File: config.mk
export PLATFORM = sky130hd
export DESIGN_NAME = angmr_regs
export DESIGN_NICKNAME = d
export VERILOG_FILES = /design/src/hw/angmr_pkg.sv /design/src/hw/angmr_regs.sv
export VERILOG_INCLUDE_DIRS = /design/src /design/src/hw
export SDC_FILE = /design/constraint.sdc
export NUM_CORES = 1
export LEC_CHECK = 0
export BUFFER_PORTS_ARGS = -buffer_cell sky130_fd_sc_hd__buf_2
export CAP_MARGIN = 20
export CELL_PAD_IN_SITES_DETAIL_PLACEMENT = 1
export CELL_PAD_IN_SITES_GLOBAL_PLACEMENT = 2
export CORE_AREA = 2 2 90 179
export CTS_CLUSTER_SIZE = 30
export DETAILED_ROUTE_END_ITERATION = 10
export DIE_AREA = 0 0 92 181
export PLACE_DENSITY = 0.82
export SYNTH_ARGS = -nofsm -noshare
export SYNTH_HDL_FRONTEND = slang
export SYNTH_SLANG_ARGS = --single-unit
export TNS_END_PERCENT = 20
File: constraint.sdc
create_clock -name clk_sys -period 2.15 [get_ports clk_sys]
set_clock_uncertainty 0.1 [all_clocks]
set_input_delay 0.3225 -clock clk_sys [delete_from_list [all_inputs] [get_ports clk_sys]]
set_output_delay 0.3225 -clock clk_sys [all_outputs]
set_load 0.02 [all_outputs]
File: src/hw/angmr_defs.svh
// Purpose: Offsets, field positions, reset values for the gigabit management register group
// Assumes: Register index equals the printed management address
// Notes:   Definitions only
`ifndef ANGMR_DEFS_SVH
`define ANGMR_DEFS_SVH

// ****************************************
// Register offsets
// ****************************************
`define ANGMR_OFS_EXP      5'h06
`define ANGMR_OFS_NPTX     5'h07
`define ANGMR_OFS_NPRX     5'h08
`define ANGMR_OFS_GCTL     5'h09
`define ANGMR_OFS_GSTS     5'h0A
`define ANGMR_OFS_IAC      5'h0D
`define ANGMR_OFS_IAD      5'h0E

// ****************************************
// Field positions
// ****************************************
`define ANGMR_EXP_PDF      4
`define ANGMR_EXP_LPNP     3
`define ANGMR_EXP_LNP      2
`define ANGMR_EXP_PGRX     1
`define ANGMR_EXP_LPAN     0
`define ANGMR_NP_NEXT      15
`define ANGMR_NP_ACK       14
`define ANGMR_NP_MSG       13
`define ANGMR_NP_ACK2      12
`define ANGMR_NP_TOG       11
`define ANGMR_GC_MSEN      12
`define ANGMR_GC_MSVAL     11
`define ANGMR_GS_MSF       15
`define ANGMR_GS_MSR       14
`define ANGMR_GS_LRX       13
`define ANGMR_GS_RRX       12
`define ANGMR_GS_LPFD      11
`define ANGMR_GS_LPHD      10

// ****************************************
// Reset values
// ****************************************
`define ANGMR_RST_NPTX     16'h2001
`define ANGMR_RST_GCTL     16'h0700
`define ANGMR_RST_IAC      16'h0000
`define ANGMR_RST_IAD      16'h0000
`define ANGMR_TEST_LAST    3'h4

`endif

File: src/hw/angmr_pkg.sv
// Purpose: Types for the gigabit management register group
// Assumes: Nothing beyond the defs header
// Notes:   Function-code enumeration and the negotiation status carrier
`default_nettype none
package angmr_pkg;
   // Indirect access function field
   typedef enum logic [1:0] {
      ANGMR_FN_ADDR   = 2'h0,
      ANGMR_FN_DATA   = 2'h1,
      ANGMR_FN_INC_RW = 2'h2,
      ANGMR_FN_INC_WR = 2'h3
   } angmr_fn_t;

   // Status reported by the negotiation engine
   typedef struct packed {
      logic        pd_fault;
      logic        lp_np_able;
      logic        lp_an_able;
      logic        page_rx;
      logic        ms_fault;
      logic        ms_master;
      logic        local_rx_ok;
      logic        remote_rx_ok;
      logic        lp_gig_fd;
      logic        lp_gig_hd;
      logic        idle_err;
      logic        tx_toggle;
   } angmr_an_sts_t;
endpackage : angmr_pkg
`default_nettype wire

File: src/hw/angmr_regs.sv
// Purpose: Management registers 6..10, 13 and 14 of one copper port
// Assumes: Single clock, plain register port, read data one cycle after strobe
// Notes:   Negotiation engine and clause-45 space sit outside
`include "angmr_defs.svh"
`default_nettype none
module angmr_regs (
   input  wire logic                  clk_sys,
   input  wire logic                  resetn,
   input  wire logic [4:0]            reg_addr,
   input  wire logic [15:0]           reg_wdata,
   input  wire logic                  reg_wr,
   input  wire logic                  reg_rd,
   output logic      [15:0]           reg_rdata,
   input  wire angmr_pkg::angmr_an_sts_t an_sts,
   input  wire logic [15:0]           lp_np_word,
   output logic      [15:0]           np_tx_word,
   output logic      [2:0]            test_mode,
   output logic                       test_mode_valid,
   output logic                       ms_manual,
   output logic                       ms_force_master,
   output logic                       port_multi,
   output logic                       adv_gig_fd,
   output logic                       adv_gig_hd,
   output logic      [4:0]            target_device_address,
   output logic                       mmd_addr_wr,
   output logic                       mmd_data_wr,
   output logic                       mmd_data_rd,
   output logic                       mmd_post_inc,
   output logic      [15:0]           mmd_wdata,
   input  wire logic [15:0]           mmd_rdata
);

   // ****************************************
   // Storage
   // ****************************************
   logic [15:0] nptx_reg;
   logic [15:0] gctl_reg;
   logic [15:0] iac_reg;
   logic [15:0] iad_reg;
   logic [15:0] rdata_reg;
   logic        pdf_reg;
   logic        pgrx_reg;
   logic        msf_reg;
   logic [7:0]  idle_cnt_reg;
   logic [7:0]  idle_cnt_next;

   // ****************************************
   // Decode
   // ****************************************
   wire         hit_exp   = (reg_addr == `ANGMR_OFS_EXP);
   wire         hit_nptx  = (reg_addr == `ANGMR_OFS_NPTX);
   wire         hit_nprx  = (reg_addr == `ANGMR_OFS_NPRX);
   wire         hit_gctl  = (reg_addr == `ANGMR_OFS_GCTL);
   wire         hit_gsts  = (reg_addr == `ANGMR_OFS_GSTS);
   wire         hit_iac   = (reg_addr == `ANGMR_OFS_IAC);
   wire         hit_iad   = (reg_addr == `ANGMR_OFS_IAD);
   wire         rd_exp    = reg_rd && hit_exp;
   wire         rd_gsts   = reg_rd && hit_gsts;
   wire angmr_pkg::angmr_fn_t fn = angmr_pkg::angmr_fn_t'(iac_reg[15:14]);
   wire         fn_addr   = (fn == angmr_pkg::ANGMR_FN_ADDR);

   // Register values as read
   wire [15:0]  exp_val = {11'h000,
                           pdf_reg,
                           an_sts.lp_np_able,
                           1'b1,
                           pgrx_reg,
                           an_sts.lp_an_able};
   wire [15:0]  nptx_val = {nptx_reg[15], 1'b0, nptx_reg[13:12],
                            ~an_sts.tx_toggle,
                            nptx_reg[10:0]};
   wire [15:0]  nprx_val = {lp_np_word[15:12],
                            ~lp_np_word[`ANGMR_NP_TOG],
                            lp_np_word[10:0]};
   wire [15:0]  gsts_val = {msf_reg,
                            an_sts.ms_master,
                            an_sts.local_rx_ok,
                            an_sts.remote_rx_ok,
                            an_sts.lp_gig_fd,
                            an_sts.lp_gig_hd,
                            2'h0, idle_cnt_reg};
   wire [15:0]  iad_val  = fn_addr ? iad_reg : mmd_rdata;

   // Read multiplexer; unmapped addresses read zero
   wire [15:0]  rd_mux = hit_exp  ? exp_val  :
                         hit_nptx ? nptx_val :
                         hit_nprx ? nprx_val :
                         hit_gctl ? gctl_reg :
                         hit_gsts ? gsts_val :
                         hit_iac  ? iac_reg  :
                         hit_iad  ? iad_val  : 16'h0000;

   // ****************************************
   // Writable registers
   // ****************************************
   // Next page transmit: bits 15, 13, 12 and code field writable
   always_ff @(posedge clk_sys or negedge resetn) begin
      if (!resetn) begin
         nptx_reg <= `ANGMR_RST_NPTX;
      end else if (reg_wr && hit_nptx) begin
         nptx_reg <= reg_wdata & 16'hB7FF;
      end
   end

   // Gigabit control, all bits writable
   always_ff @(posedge clk_sys or negedge resetn) begin
      if (!resetn) begin
         gctl_reg <= `ANGMR_RST_GCTL;
      end else if (reg_wr && hit_gctl) begin
         gctl_reg <= reg_wdata;
      end
   end

   // Indirect access control and address/data latch
   always_ff @(posedge clk_sys or negedge resetn) begin
      if (!resetn) begin
         iac_reg <= `ANGMR_RST_IAC;
         iad_reg <= `ANGMR_RST_IAD;
      end else begin
         if (reg_wr && hit_iac) begin
            iac_reg <= reg_wdata;
         end
         if (reg_wr && hit_iad) begin
            iad_reg <= reg_wdata;
         end
      end
   end

   // ****************************************
   // Latched status bits
   // ****************************************
   // High latches: set wins over the clear by read
   always_ff @(posedge clk_sys or negedge resetn) begin
      if (!resetn) begin
         pdf_reg <= 1'b0;
         msf_reg <= 1'b0;
      end else begin
         pdf_reg <= an_sts.pd_fault | (pdf_reg & ~rd_exp);
         msf_reg <= an_sts.ms_fault | (msf_reg & ~rd_gsts);
      end
   end

   // Page received: new page sets, read returns to current state
   always_ff @(posedge clk_sys or negedge resetn) begin
      if (!resetn) begin
         pgrx_reg <= 1'b0;
      end else begin
         pgrx_reg <= an_sts.page_rx | (pgrx_reg & ~rd_exp);
      end
   end

   // Idle error counter, saturating, cleared by read
   always_comb begin
      idle_cnt_next = idle_cnt_reg;
      if (rd_gsts) begin
         idle_cnt_next = an_sts.idle_err ? 8'h01 : 8'h00;
      end else if (an_sts.idle_err && idle_cnt_reg != 8'hFF) begin
         idle_cnt_next = idle_cnt_reg + 8'h01;
      end
   end

   always_ff @(posedge clk_sys or negedge resetn) begin
      if (!resetn) begin
         idle_cnt_reg <= 8'h00;
      end else begin
         idle_cnt_reg <= idle_cnt_next;
      end
   end

   // ****************************************
   // Read data, one cycle after the strobe
   // ****************************************
   always_ff @(posedge clk_sys or negedge resetn) begin
      if (!resetn) begin
         rdata_reg <= 16'h0000;
      end else if (reg_rd) begin
         rdata_reg <= rd_mux;
      end else begin
         rdata_reg <= 16'h0000;
      end
   end

   // ****************************************
   // Outputs to the port logic
   // ****************************************
   assign reg_rdata             = rdata_reg;
   assign np_tx_word            = nptx_val;
   assign test_mode             = gctl_reg[15:13];
   assign test_mode_valid       = (gctl_reg[15:13] <= `ANGMR_TEST_LAST);
   assign ms_manual             = gctl_reg[`ANGMR_GC_MSEN];
   assign ms_force_master       = gctl_reg[`ANGMR_GC_MSEN] & gctl_reg[`ANGMR_GC_MSVAL];
   assign port_multi            = gctl_reg[10];
   assign adv_gig_fd            = gctl_reg[9];
   assign adv_gig_hd            = gctl_reg[8];
   assign target_device_address = iac_reg[4:0];
   assign mmd_addr_wr           = reg_wr && hit_iad && fn_addr;
   assign mmd_data_wr           = reg_wr && hit_iad && !fn_addr;
   assign mmd_data_rd           = reg_rd && hit_iad && !fn_addr;
   assign mmd_post_inc          = (fn == angmr_pkg::ANGMR_FN_INC_RW) ||
                                  ((fn == angmr_pkg::ANGMR_FN_INC_WR) && reg_wr);
   assign mmd_wdata             = reg_wdata;

   // ****************************************
   // Checks
   // ****************************************
   // Latched status bits: a new event wins over the clearing read
   AST_PDF_HOLD: assert property (@(posedge clk_sys) disable iff (!resetn)
      (pdf_reg && !rd_exp) |=> pdf_reg) else $error("fault bit lost");

   AST_PDF_SET: assert property (@(posedge clk_sys) disable iff (!resetn)
      an_sts.pd_fault |=> exp_val[`ANGMR_EXP_PDF]) else $error("fault not latched");

   AST_PDF_CLR: assert property (@(posedge clk_sys) disable iff (!resetn)
      (rd_exp && !an_sts.pd_fault) |=> !pdf_reg) else $error("fault bit not cleared by read");

   AST_PGRX_SET: assert property (@(posedge clk_sys) disable iff (!resetn)
      an_sts.page_rx |=> pgrx_reg) else $error("page flag missed");

   AST_PGRX_HOLD: assert property (@(posedge clk_sys) disable iff (!resetn)
      (pgrx_reg && !rd_exp) |=> pgrx_reg) else $error("page flag lost");

   AST_PGRX_CLR: assert property (@(posedge clk_sys) disable iff (!resetn)
      (rd_exp && !an_sts.page_rx) |=> !pgrx_reg) else $error("page flag not cleared by read");

   AST_MSF_HOLD: assert property (@(posedge clk_sys) disable iff (!resetn)
      (msf_reg && !rd_gsts) |=> msf_reg) else $error("ms fault lost");

   AST_MSF_SET: assert property (@(posedge clk_sys) disable iff (!resetn)
      an_sts.ms_fault |=> msf_reg) else $error("ms fault not latched");

   AST_MSF_CLR: assert property (@(posedge clk_sys) disable iff (!resetn)
      (rd_gsts && !an_sts.ms_fault) |=> !msf_reg) else $error("ms fault not cleared by read");

   // ****************************************
   // Page register checks
   // ****************************************
   // Fixed, read-only and writable bits of registers 6 to 8
   AST_LNP_ONE: assert property (@(posedge clk_sys) disable iff (!resetn)
      exp_val[`ANGMR_EXP_LNP]) else $error("local next page bit low");

   AST_LNP_RD: assert property (@(posedge clk_sys) disable iff (!resetn)
      (reg_rd && hit_exp) |=> reg_rdata[`ANGMR_EXP_LNP]) else $error("local next page read low");

   AST_EXP_LP: assert property (@(posedge clk_sys) disable iff (!resetn)
      (reg_rd && hit_exp) |=> (reg_rdata[`ANGMR_EXP_LPNP] == $past(an_sts.lp_np_able) &&
         reg_rdata[`ANGMR_EXP_LPAN] == $past(an_sts.lp_an_able))) else $error("partner ability wrong");

   AST_EXP_RSVD: assert property (@(posedge clk_sys) disable iff (!resetn)
      (reg_rd && hit_exp) |=> reg_rdata[15:5] == 11'h000) else $error("expansion reserved bits set");

   AST_TOG_INV: assert property (@(posedge clk_sys) disable iff (!resetn)
      np_tx_word[`ANGMR_NP_TOG] != an_sts.tx_toggle) else $error("tx toggle not inverted");

   AST_NPTX_TOGRD: assert property (@(posedge clk_sys) disable iff (!resetn)
      (reg_rd && hit_nptx) |=> reg_rdata[`ANGMR_NP_TOG] == ~$past(an_sts.tx_toggle)) else $error("tx toggle read wrong");

   AST_NPTX_WR: assert property (@(posedge clk_sys) disable iff (!resetn)
      (reg_wr && hit_nptx) |=> np_tx_word[10:0] == $past(reg_wdata[10:0])) else $error("code field not written");

   AST_NPTX_NEXT: assert property (@(posedge clk_sys) disable iff (!resetn)
      (reg_wr && hit_nptx) |=> np_tx_word[`ANGMR_NP_NEXT] == $past(reg_wdata[15])) else $error("next page not written");

   AST_NPTX_PAGE: assert property (@(posedge clk_sys) disable iff (!resetn)
      (reg_wr && hit_nptx) |=> np_tx_word[13:12] == $past(reg_wdata[13:12])) else $error("page bits not written");

   AST_NPTX_RSVD: assert property (@(posedge clk_sys) disable iff (!resetn)
      (reg_rd && hit_nptx) |=> !reg_rdata[`ANGMR_NP_ACK]) else $error("tx reserved bit set");

   AST_RX_TOG: assert property (@(posedge clk_sys) disable iff (!resetn)
      (reg_rd && hit_nprx) |=> reg_rdata[11] == ~$past(lp_np_word[11])) else $error("rx toggle wrong");

   AST_NPRX_RO: assert property (@(posedge clk_sys) disable iff (!resetn)
      (reg_rd && hit_nprx) |=> (reg_rdata[15:12] == $past(lp_np_word[15:12]) &&
         reg_rdata[10:0] == $past(lp_np_word[10:0]))) else $error("received page read wrong");

   // ****************************************
   // Control register checks
   // ****************************************
   // Control register and the outputs it drives
   AST_GCTL_WR: assert property (@(posedge clk_sys) disable iff (!resetn)
      (reg_wr && hit_gctl) |=> {test_mode, ms_manual, port_multi, adv_gig_fd, adv_gig_hd} ==
         {$past(reg_wdata[15:12]), $past(reg_wdata[10:8])}) else $error("control outputs not written");

   AST_TM_RSVD: assert property (@(posedge clk_sys) disable iff (!resetn)
      (test_mode > 3'h4) |-> !test_mode_valid) else $error("reserved test mode accepted");

   AST_TM_NORM: assert property (@(posedge clk_sys) disable iff (!resetn)
      (test_mode <= 3'h4) |-> test_mode_valid) else $error("defined test mode refused");

   AST_MS_GATE: assert property (@(posedge clk_sys) disable iff (!resetn)
      !ms_manual |-> !ms_force_master) else $error("manual value used while disabled");

   AST_MS_MASTER: assert property (@(posedge clk_sys) disable iff (!resetn)
      (ms_manual && gctl_reg[`ANGMR_GC_MSVAL]) |-> ms_force_master) else $error("manual master ignored");

   AST_MS_SLAVE: assert property (@(posedge clk_sys) disable iff (!resetn)
      (ms_manual && !gctl_reg[`ANGMR_GC_MSVAL]) |-> !ms_force_master) else $error("manual slave ignored");

   // ****************************************
   // Status register checks
   // ****************************************
   // Gigabit status reads and the idle error counter
   AST_GSTS_MSR: assert property (@(posedge clk_sys) disable iff (!resetn)
      (reg_rd && hit_gsts) |=> reg_rdata[`ANGMR_GS_MSR] == $past(an_sts.ms_master)) else $error("resolution bit wrong");

   AST_GSTS_RX: assert property (@(posedge clk_sys) disable iff (!resetn)
      (reg_rd && hit_gsts) |=> reg_rdata[13:12] ==
         {$past(an_sts.local_rx_ok), $past(an_sts.remote_rx_ok)}) else $error("receiver status wrong");

   AST_GSTS_LP: assert property (@(posedge clk_sys) disable iff (!resetn)
      (reg_rd && hit_gsts) |=> reg_rdata[11:10] ==
         {$past(an_sts.lp_gig_fd), $past(an_sts.lp_gig_hd)}) else $error("partner duplex wrong");

   AST_GSTS_RSVD: assert property (@(posedge clk_sys) disable iff (!resetn)
      (reg_rd && hit_gsts) |=> reg_rdata[9:8] == 2'h0) else $error("status reserved bits set");

   AST_IDLE_CLR: assert property (@(posedge clk_sys) disable iff (!resetn)
      (rd_gsts && !an_sts.idle_err) |=> idle_cnt_reg == 8'h00) else $error("idle count not cleared");

   AST_IDLE_SAT: assert property (@(posedge clk_sys) disable iff (!resetn)
      (idle_cnt_reg == 8'hFF && !rd_gsts) |=> idle_cnt_reg == 8'hFF) else $error("idle count wrapped");

   AST_IDLE_INC: assert property (@(posedge clk_sys) disable iff (!resetn)
      (an_sts.idle_err && !rd_gsts && idle_cnt_reg != 8'hFF) |=>
         idle_cnt_reg == $past(idle_cnt_reg) + 8'h01) else $error("idle error not counted");

   // ****************************************
   // Indirect access checks
   // ****************************************
   // Indirect access strobes and the address or data window
   AST_MMD_ADDR: assert property (@(posedge clk_sys) disable iff (!resetn)
      mmd_addr_wr |-> (fn == angmr_pkg::ANGMR_FN_ADDR && !mmd_data_wr)) else $error("address phase wrong");

   AST_FN_DATA_WR: assert property (@(posedge clk_sys) disable iff (!resetn)
      mmd_data_wr |-> (!fn_addr && !mmd_addr_wr)) else $error("data write in address phase");

   AST_FN_DATA_RD: assert property (@(posedge clk_sys) disable iff (!resetn)
      mmd_data_rd |-> !fn_addr) else $error("data read in address phase");

   AST_INC_RW: assert property (@(posedge clk_sys) disable iff (!resetn)
      (fn == angmr_pkg::ANGMR_FN_INC_RW) |-> mmd_post_inc) else $error("increment missing");

   AST_NO_INC: assert property (@(posedge clk_sys) disable iff (!resetn)
      (fn == angmr_pkg::ANGMR_FN_ADDR || fn == angmr_pkg::ANGMR_FN_DATA) |-> !mmd_post_inc) else $error("stray increment");

   AST_INC_WR: assert property (@(posedge clk_sys) disable iff (!resetn)
      (fn == angmr_pkg::ANGMR_FN_INC_WR) |-> (mmd_post_inc == reg_wr)) else $error("write-only increment wrong");

   AST_TARGET_DEVICE_ADDRESS_WR: assert property (@(posedge clk_sys) disable iff (!resetn)
      (reg_wr && hit_iac) |=> target_device_address == $past(reg_wdata[4:0])) else $error("device address not written");

   AST_IAD_ADDR: assert property (@(posedge clk_sys) disable iff (!resetn)
      (reg_rd && hit_iad && fn_addr) |=> reg_rdata == $past(iad_reg)) else $error("stored address not read");

   AST_IAD_DATA: assert property (@(posedge clk_sys) disable iff (!resetn)
      (reg_rd && hit_iad && !fn_addr) |=> reg_rdata == $past(mmd_rdata)) else $error("indirect data not read");

endmodule : angmr_regs
`default_nettype wire

==> impl_metrics.env <==
export IMPL_status="finished, final reports clean"
export IMPL_cts_max_path_buffers=2
export IMPL_io_pins=135
export IMPL_hold_path_cell_count=2
export IMPL_critPathMaxStageDelay_ns=0.46
export IMPL_power_internal_mw=3.52
export IMPL_final_setup_viol_count=0
export IMPL_crit_arrival_ns=1.63
export IMPL_synth_edff_count=0
export IMPL_cp_slowest_cell="dfrtp_1"
export IMPL_synth_top_area_frac=0.435
export IMPL_hold_viol=0
export IMPL_regArea_mm2=0.00223
export IMPL_rsz0062_at_grt="no"
export IMPL_layout_commonest_cell="buf_2"
export IMPL_place_inst=768
export IMPL_drcViolationCount=0
export IMPL_drive_above_1_share=0.383
export IMPL_tritoncts="built"
export IMPL_grtUsageTotal=0.196
export IMPL_start_kind="flip-flop"
export IMPL_nNetsFinal=652
export IMPL_slew_headroom=0.634
export IMPL_wl_per_cell_um=20.5
export IMPL_most_common_layout_cells="buf_2 (132), dfrtp_1 (84), nand2_1 (43), a21oi_1 (32), mux2_1 (32)"
export IMPL_ant_nets=0
export IMPL_cts_setup_buffers=0
export IMPL_ys_types=63
export IMPL_gr_total_overflow=0
export IMPL_grt_antenna_before_repair=0
export IMPL_p_seq_frac=0.436
export IMPL_cts_buffers=9
export IMPL_synth_cell_area_mm2=0.00484
export IMPL_path_class="flip-flop to primary output"
export IMPL_yosysSeqAreaShare=0.462
export IMPL_pwr_density_cell_mw_per_mm2=859
export IMPL_async_flop_share=1.00
export IMPL_dieHeight_um=181
export IMPL_required_ns=1.73
export IMPL_gp_congestion=0.813
export IMPL_synthFlopType="dfrtp_1"
export IMPL_grt_pass1_wl_um=25000
export IMPL_wl_um=16100
export IMPL_synth_fp_nets=534
export IMPL_fin_cells=785
export IMPL_cts_max_level=3
export IMPL_ys_ff_latch=89
export IMPL_clk_latency_ns=0.33
export IMPL_core_area_mm2=0.0152
export IMPL_grt_max_degree=70
export IMPL_worst_path_max_fanout=9
export IMPL_p_comb_frac=0.233
export IMPL_ir_drop_uv=407
export IMPL_n_antenna_cell=0
export IMPL_area_growth_pct=23.8
export IMPL_r2r_cells=6
export IMPL_worst_pin_slew_ns=0.547
export IMPL_path_clk_slew_ns=0.07
export IMPL_leakagePower_nw=2.87
export IMPL_hold_slack_ns=0.0812
export IMPL_routed_via_density=5.18
export IMPL_avgSynthCellArea_um2=10.4
export IMPL_netlist_instances=464
export IMPL_start_util=0.318
export IMPL_swShare=0.316
export IMPL_switching_power_mw=1.62
export IMPL_hold_class="primary input to flip-flop"
export IMPL_cp_cell_sequence="or2_2, nor2_1, buf_2"
export IMPL_dpl_hpwl_um=12500
export IMPL_min_period_ns=2.05
export IMPL_synth_area_leaders="dfrtp_1 (43%), mux2_1 (7.5%), mux2_2 (4.9%)"
export IMPL_die_x_um=92
export IMPL_yosysWarningCount=0
export IMPL_fmax_ghz=0.487
export IMPL_cts_sinks=89
export IMPL_fill_cells=1800
export IMPL_vias=4070
export IMPL_slew_violations=0
export IMPL_placementRows=64
export IMPL_first_pass_iters=4
export IMPL_die_area_mm2=0.0167
export IMPL_cap_violations=0
export IMPL_drt_iter0_markers=187
export IMPL_multi_input_area_mm2=0.00223
export IMPL_fin_crit_sh=0.955
export IMPL_portBuffers=133
export IMPL_clock_power_share=0.331
export IMPL_clockRootBuffer="clkbuf_16"
export IMPL_crit_path_end_kind="primary output"
export IMPL_grt_pass1_vias=4514
export IMPL_yosys_area_top_type="dfrtp_1"
-- synthesized netlist by cell type (5+ instances only) --
library cell / n
mux2_4: 10
clkbuf_1: 9
o21ai_0: 17
inv_1: 11
dfstp_2: 5
o221ai_1: 9
nor3_1: 5
buf_4: 28
mux2_2: 21
nor2_1: 26
o21ai_1: 6
a211oi_1: 5
o211ai_1: 5
nand2_1: 43
o21a_1: 6
mux2i_1: 6
a31oi_1: 9
dfrtp_1: 84
nand3_1: 11
buf_2: 11
o22ai_1: 5
mux2_1: 32
a21oi_1: 32
-- per-stage QoR --
stage | util | worst slack, ns | cell area [um2] | power, mW | TNS [ns]
floorplan | - | 0.209 | 4840 | 2.97 | 0
global placement | 0.371 | 0.0163 | 5650 | 3.41 | 0
detailed placement | 0.371 | -0.0361 | 5650 | 3.48 | -0.190
global route | 0.394 | 0.0458 | 5990 | 5.39 | 0
finish | 0.394 | 0.0977 | 5990 | 5.14 | 0
CTS | 0.393 | 0.0260 | 5980 | 5.19 | 0
-- metal layers --
layer	part of all wire	GRT usage
met1	0.37	0.208
met2	0.56	0.380
met3	0.037	0.0234
met4	0.033	0.0836
met5	0	0
-- worst max-delay path, delay by kind of cell (launching register included) --
family,cells,cell delay (ns)
buffers and inverters,1,0.19
DFF,1,0.46
and+or+nand+nor,2,0.64
-- what timing repair did --
item / in CTS / in global routing
hold buffers: 1 / 0
gates resized for setup: 0 / 1
endpoints found under the hold margin: 20 / 0
endpoints found under the setup margin: 0 / 1
-- power groups by stage --
stage | Sequential, mW | Combinational [mW] | Clock, mW
4_1_cts | 2.25 | 1.22 | 1.72
3_3_place_gp | 2.25 | 1.16 | 0
6_report | 2.24 | 1.20 | 1.70
3_5_place_dp | 2.27 | 1.21 | 0
2_1_floorplan | 2.26 | 0.709 | 0
5_1_grt | 2.29 | 1.30 | 1.80
-- area by class of cell --
cell class,count,area share
flip-flops and latches,89,0.373
multi-input cells,310,0.373
repair buffers,159,0.151
well taps,198,0.0414
clock buffers,10,0.0382
clock inverters,6,0.0153
inverters,13,0.00815
-- path summary, 6_finish.rpt --
check	to	start	slack (ns)
setup / recovery	mmd_addr_wr	iac_reg[15]$_DFFE_PN0P_	0.1
hold / removal	pgrx_reg$_DFF_PN0_	an_sts[8]	0.08
setup reg to reg	idle_cnt_reg[5]$_DFFE_PN0P_	idle_cnt_reg[0]$_DFFE_PN0P_	0.20
hold reg to reg	iad_reg[7]$_DFFE_PN0P_	iad_reg[7]$_DFFE_PN0P_	0.39
max in group asynchronous	nptx_reg[0]$_DFFE_PN1P_	resetn	0.91
min in group asynchronous	reg_rdata[15]$_DFF_PN0_	resetn	0.32
-- cells by family (layout without fill, tap and decap cells) --
group,count (synthesis),in the layout,synth area share
flops,89,89,0.462
compound gates,111,111,0.146
mux,69,69,0.167
xor+xnor,3,3,0.00543
fa+ha+maj,1,1,0.00259
other cells,1,1,0.000775
buf+inv,65,188,0.0781
simple gates,125,125,0.139
Power figures use the tool's default switching activity.
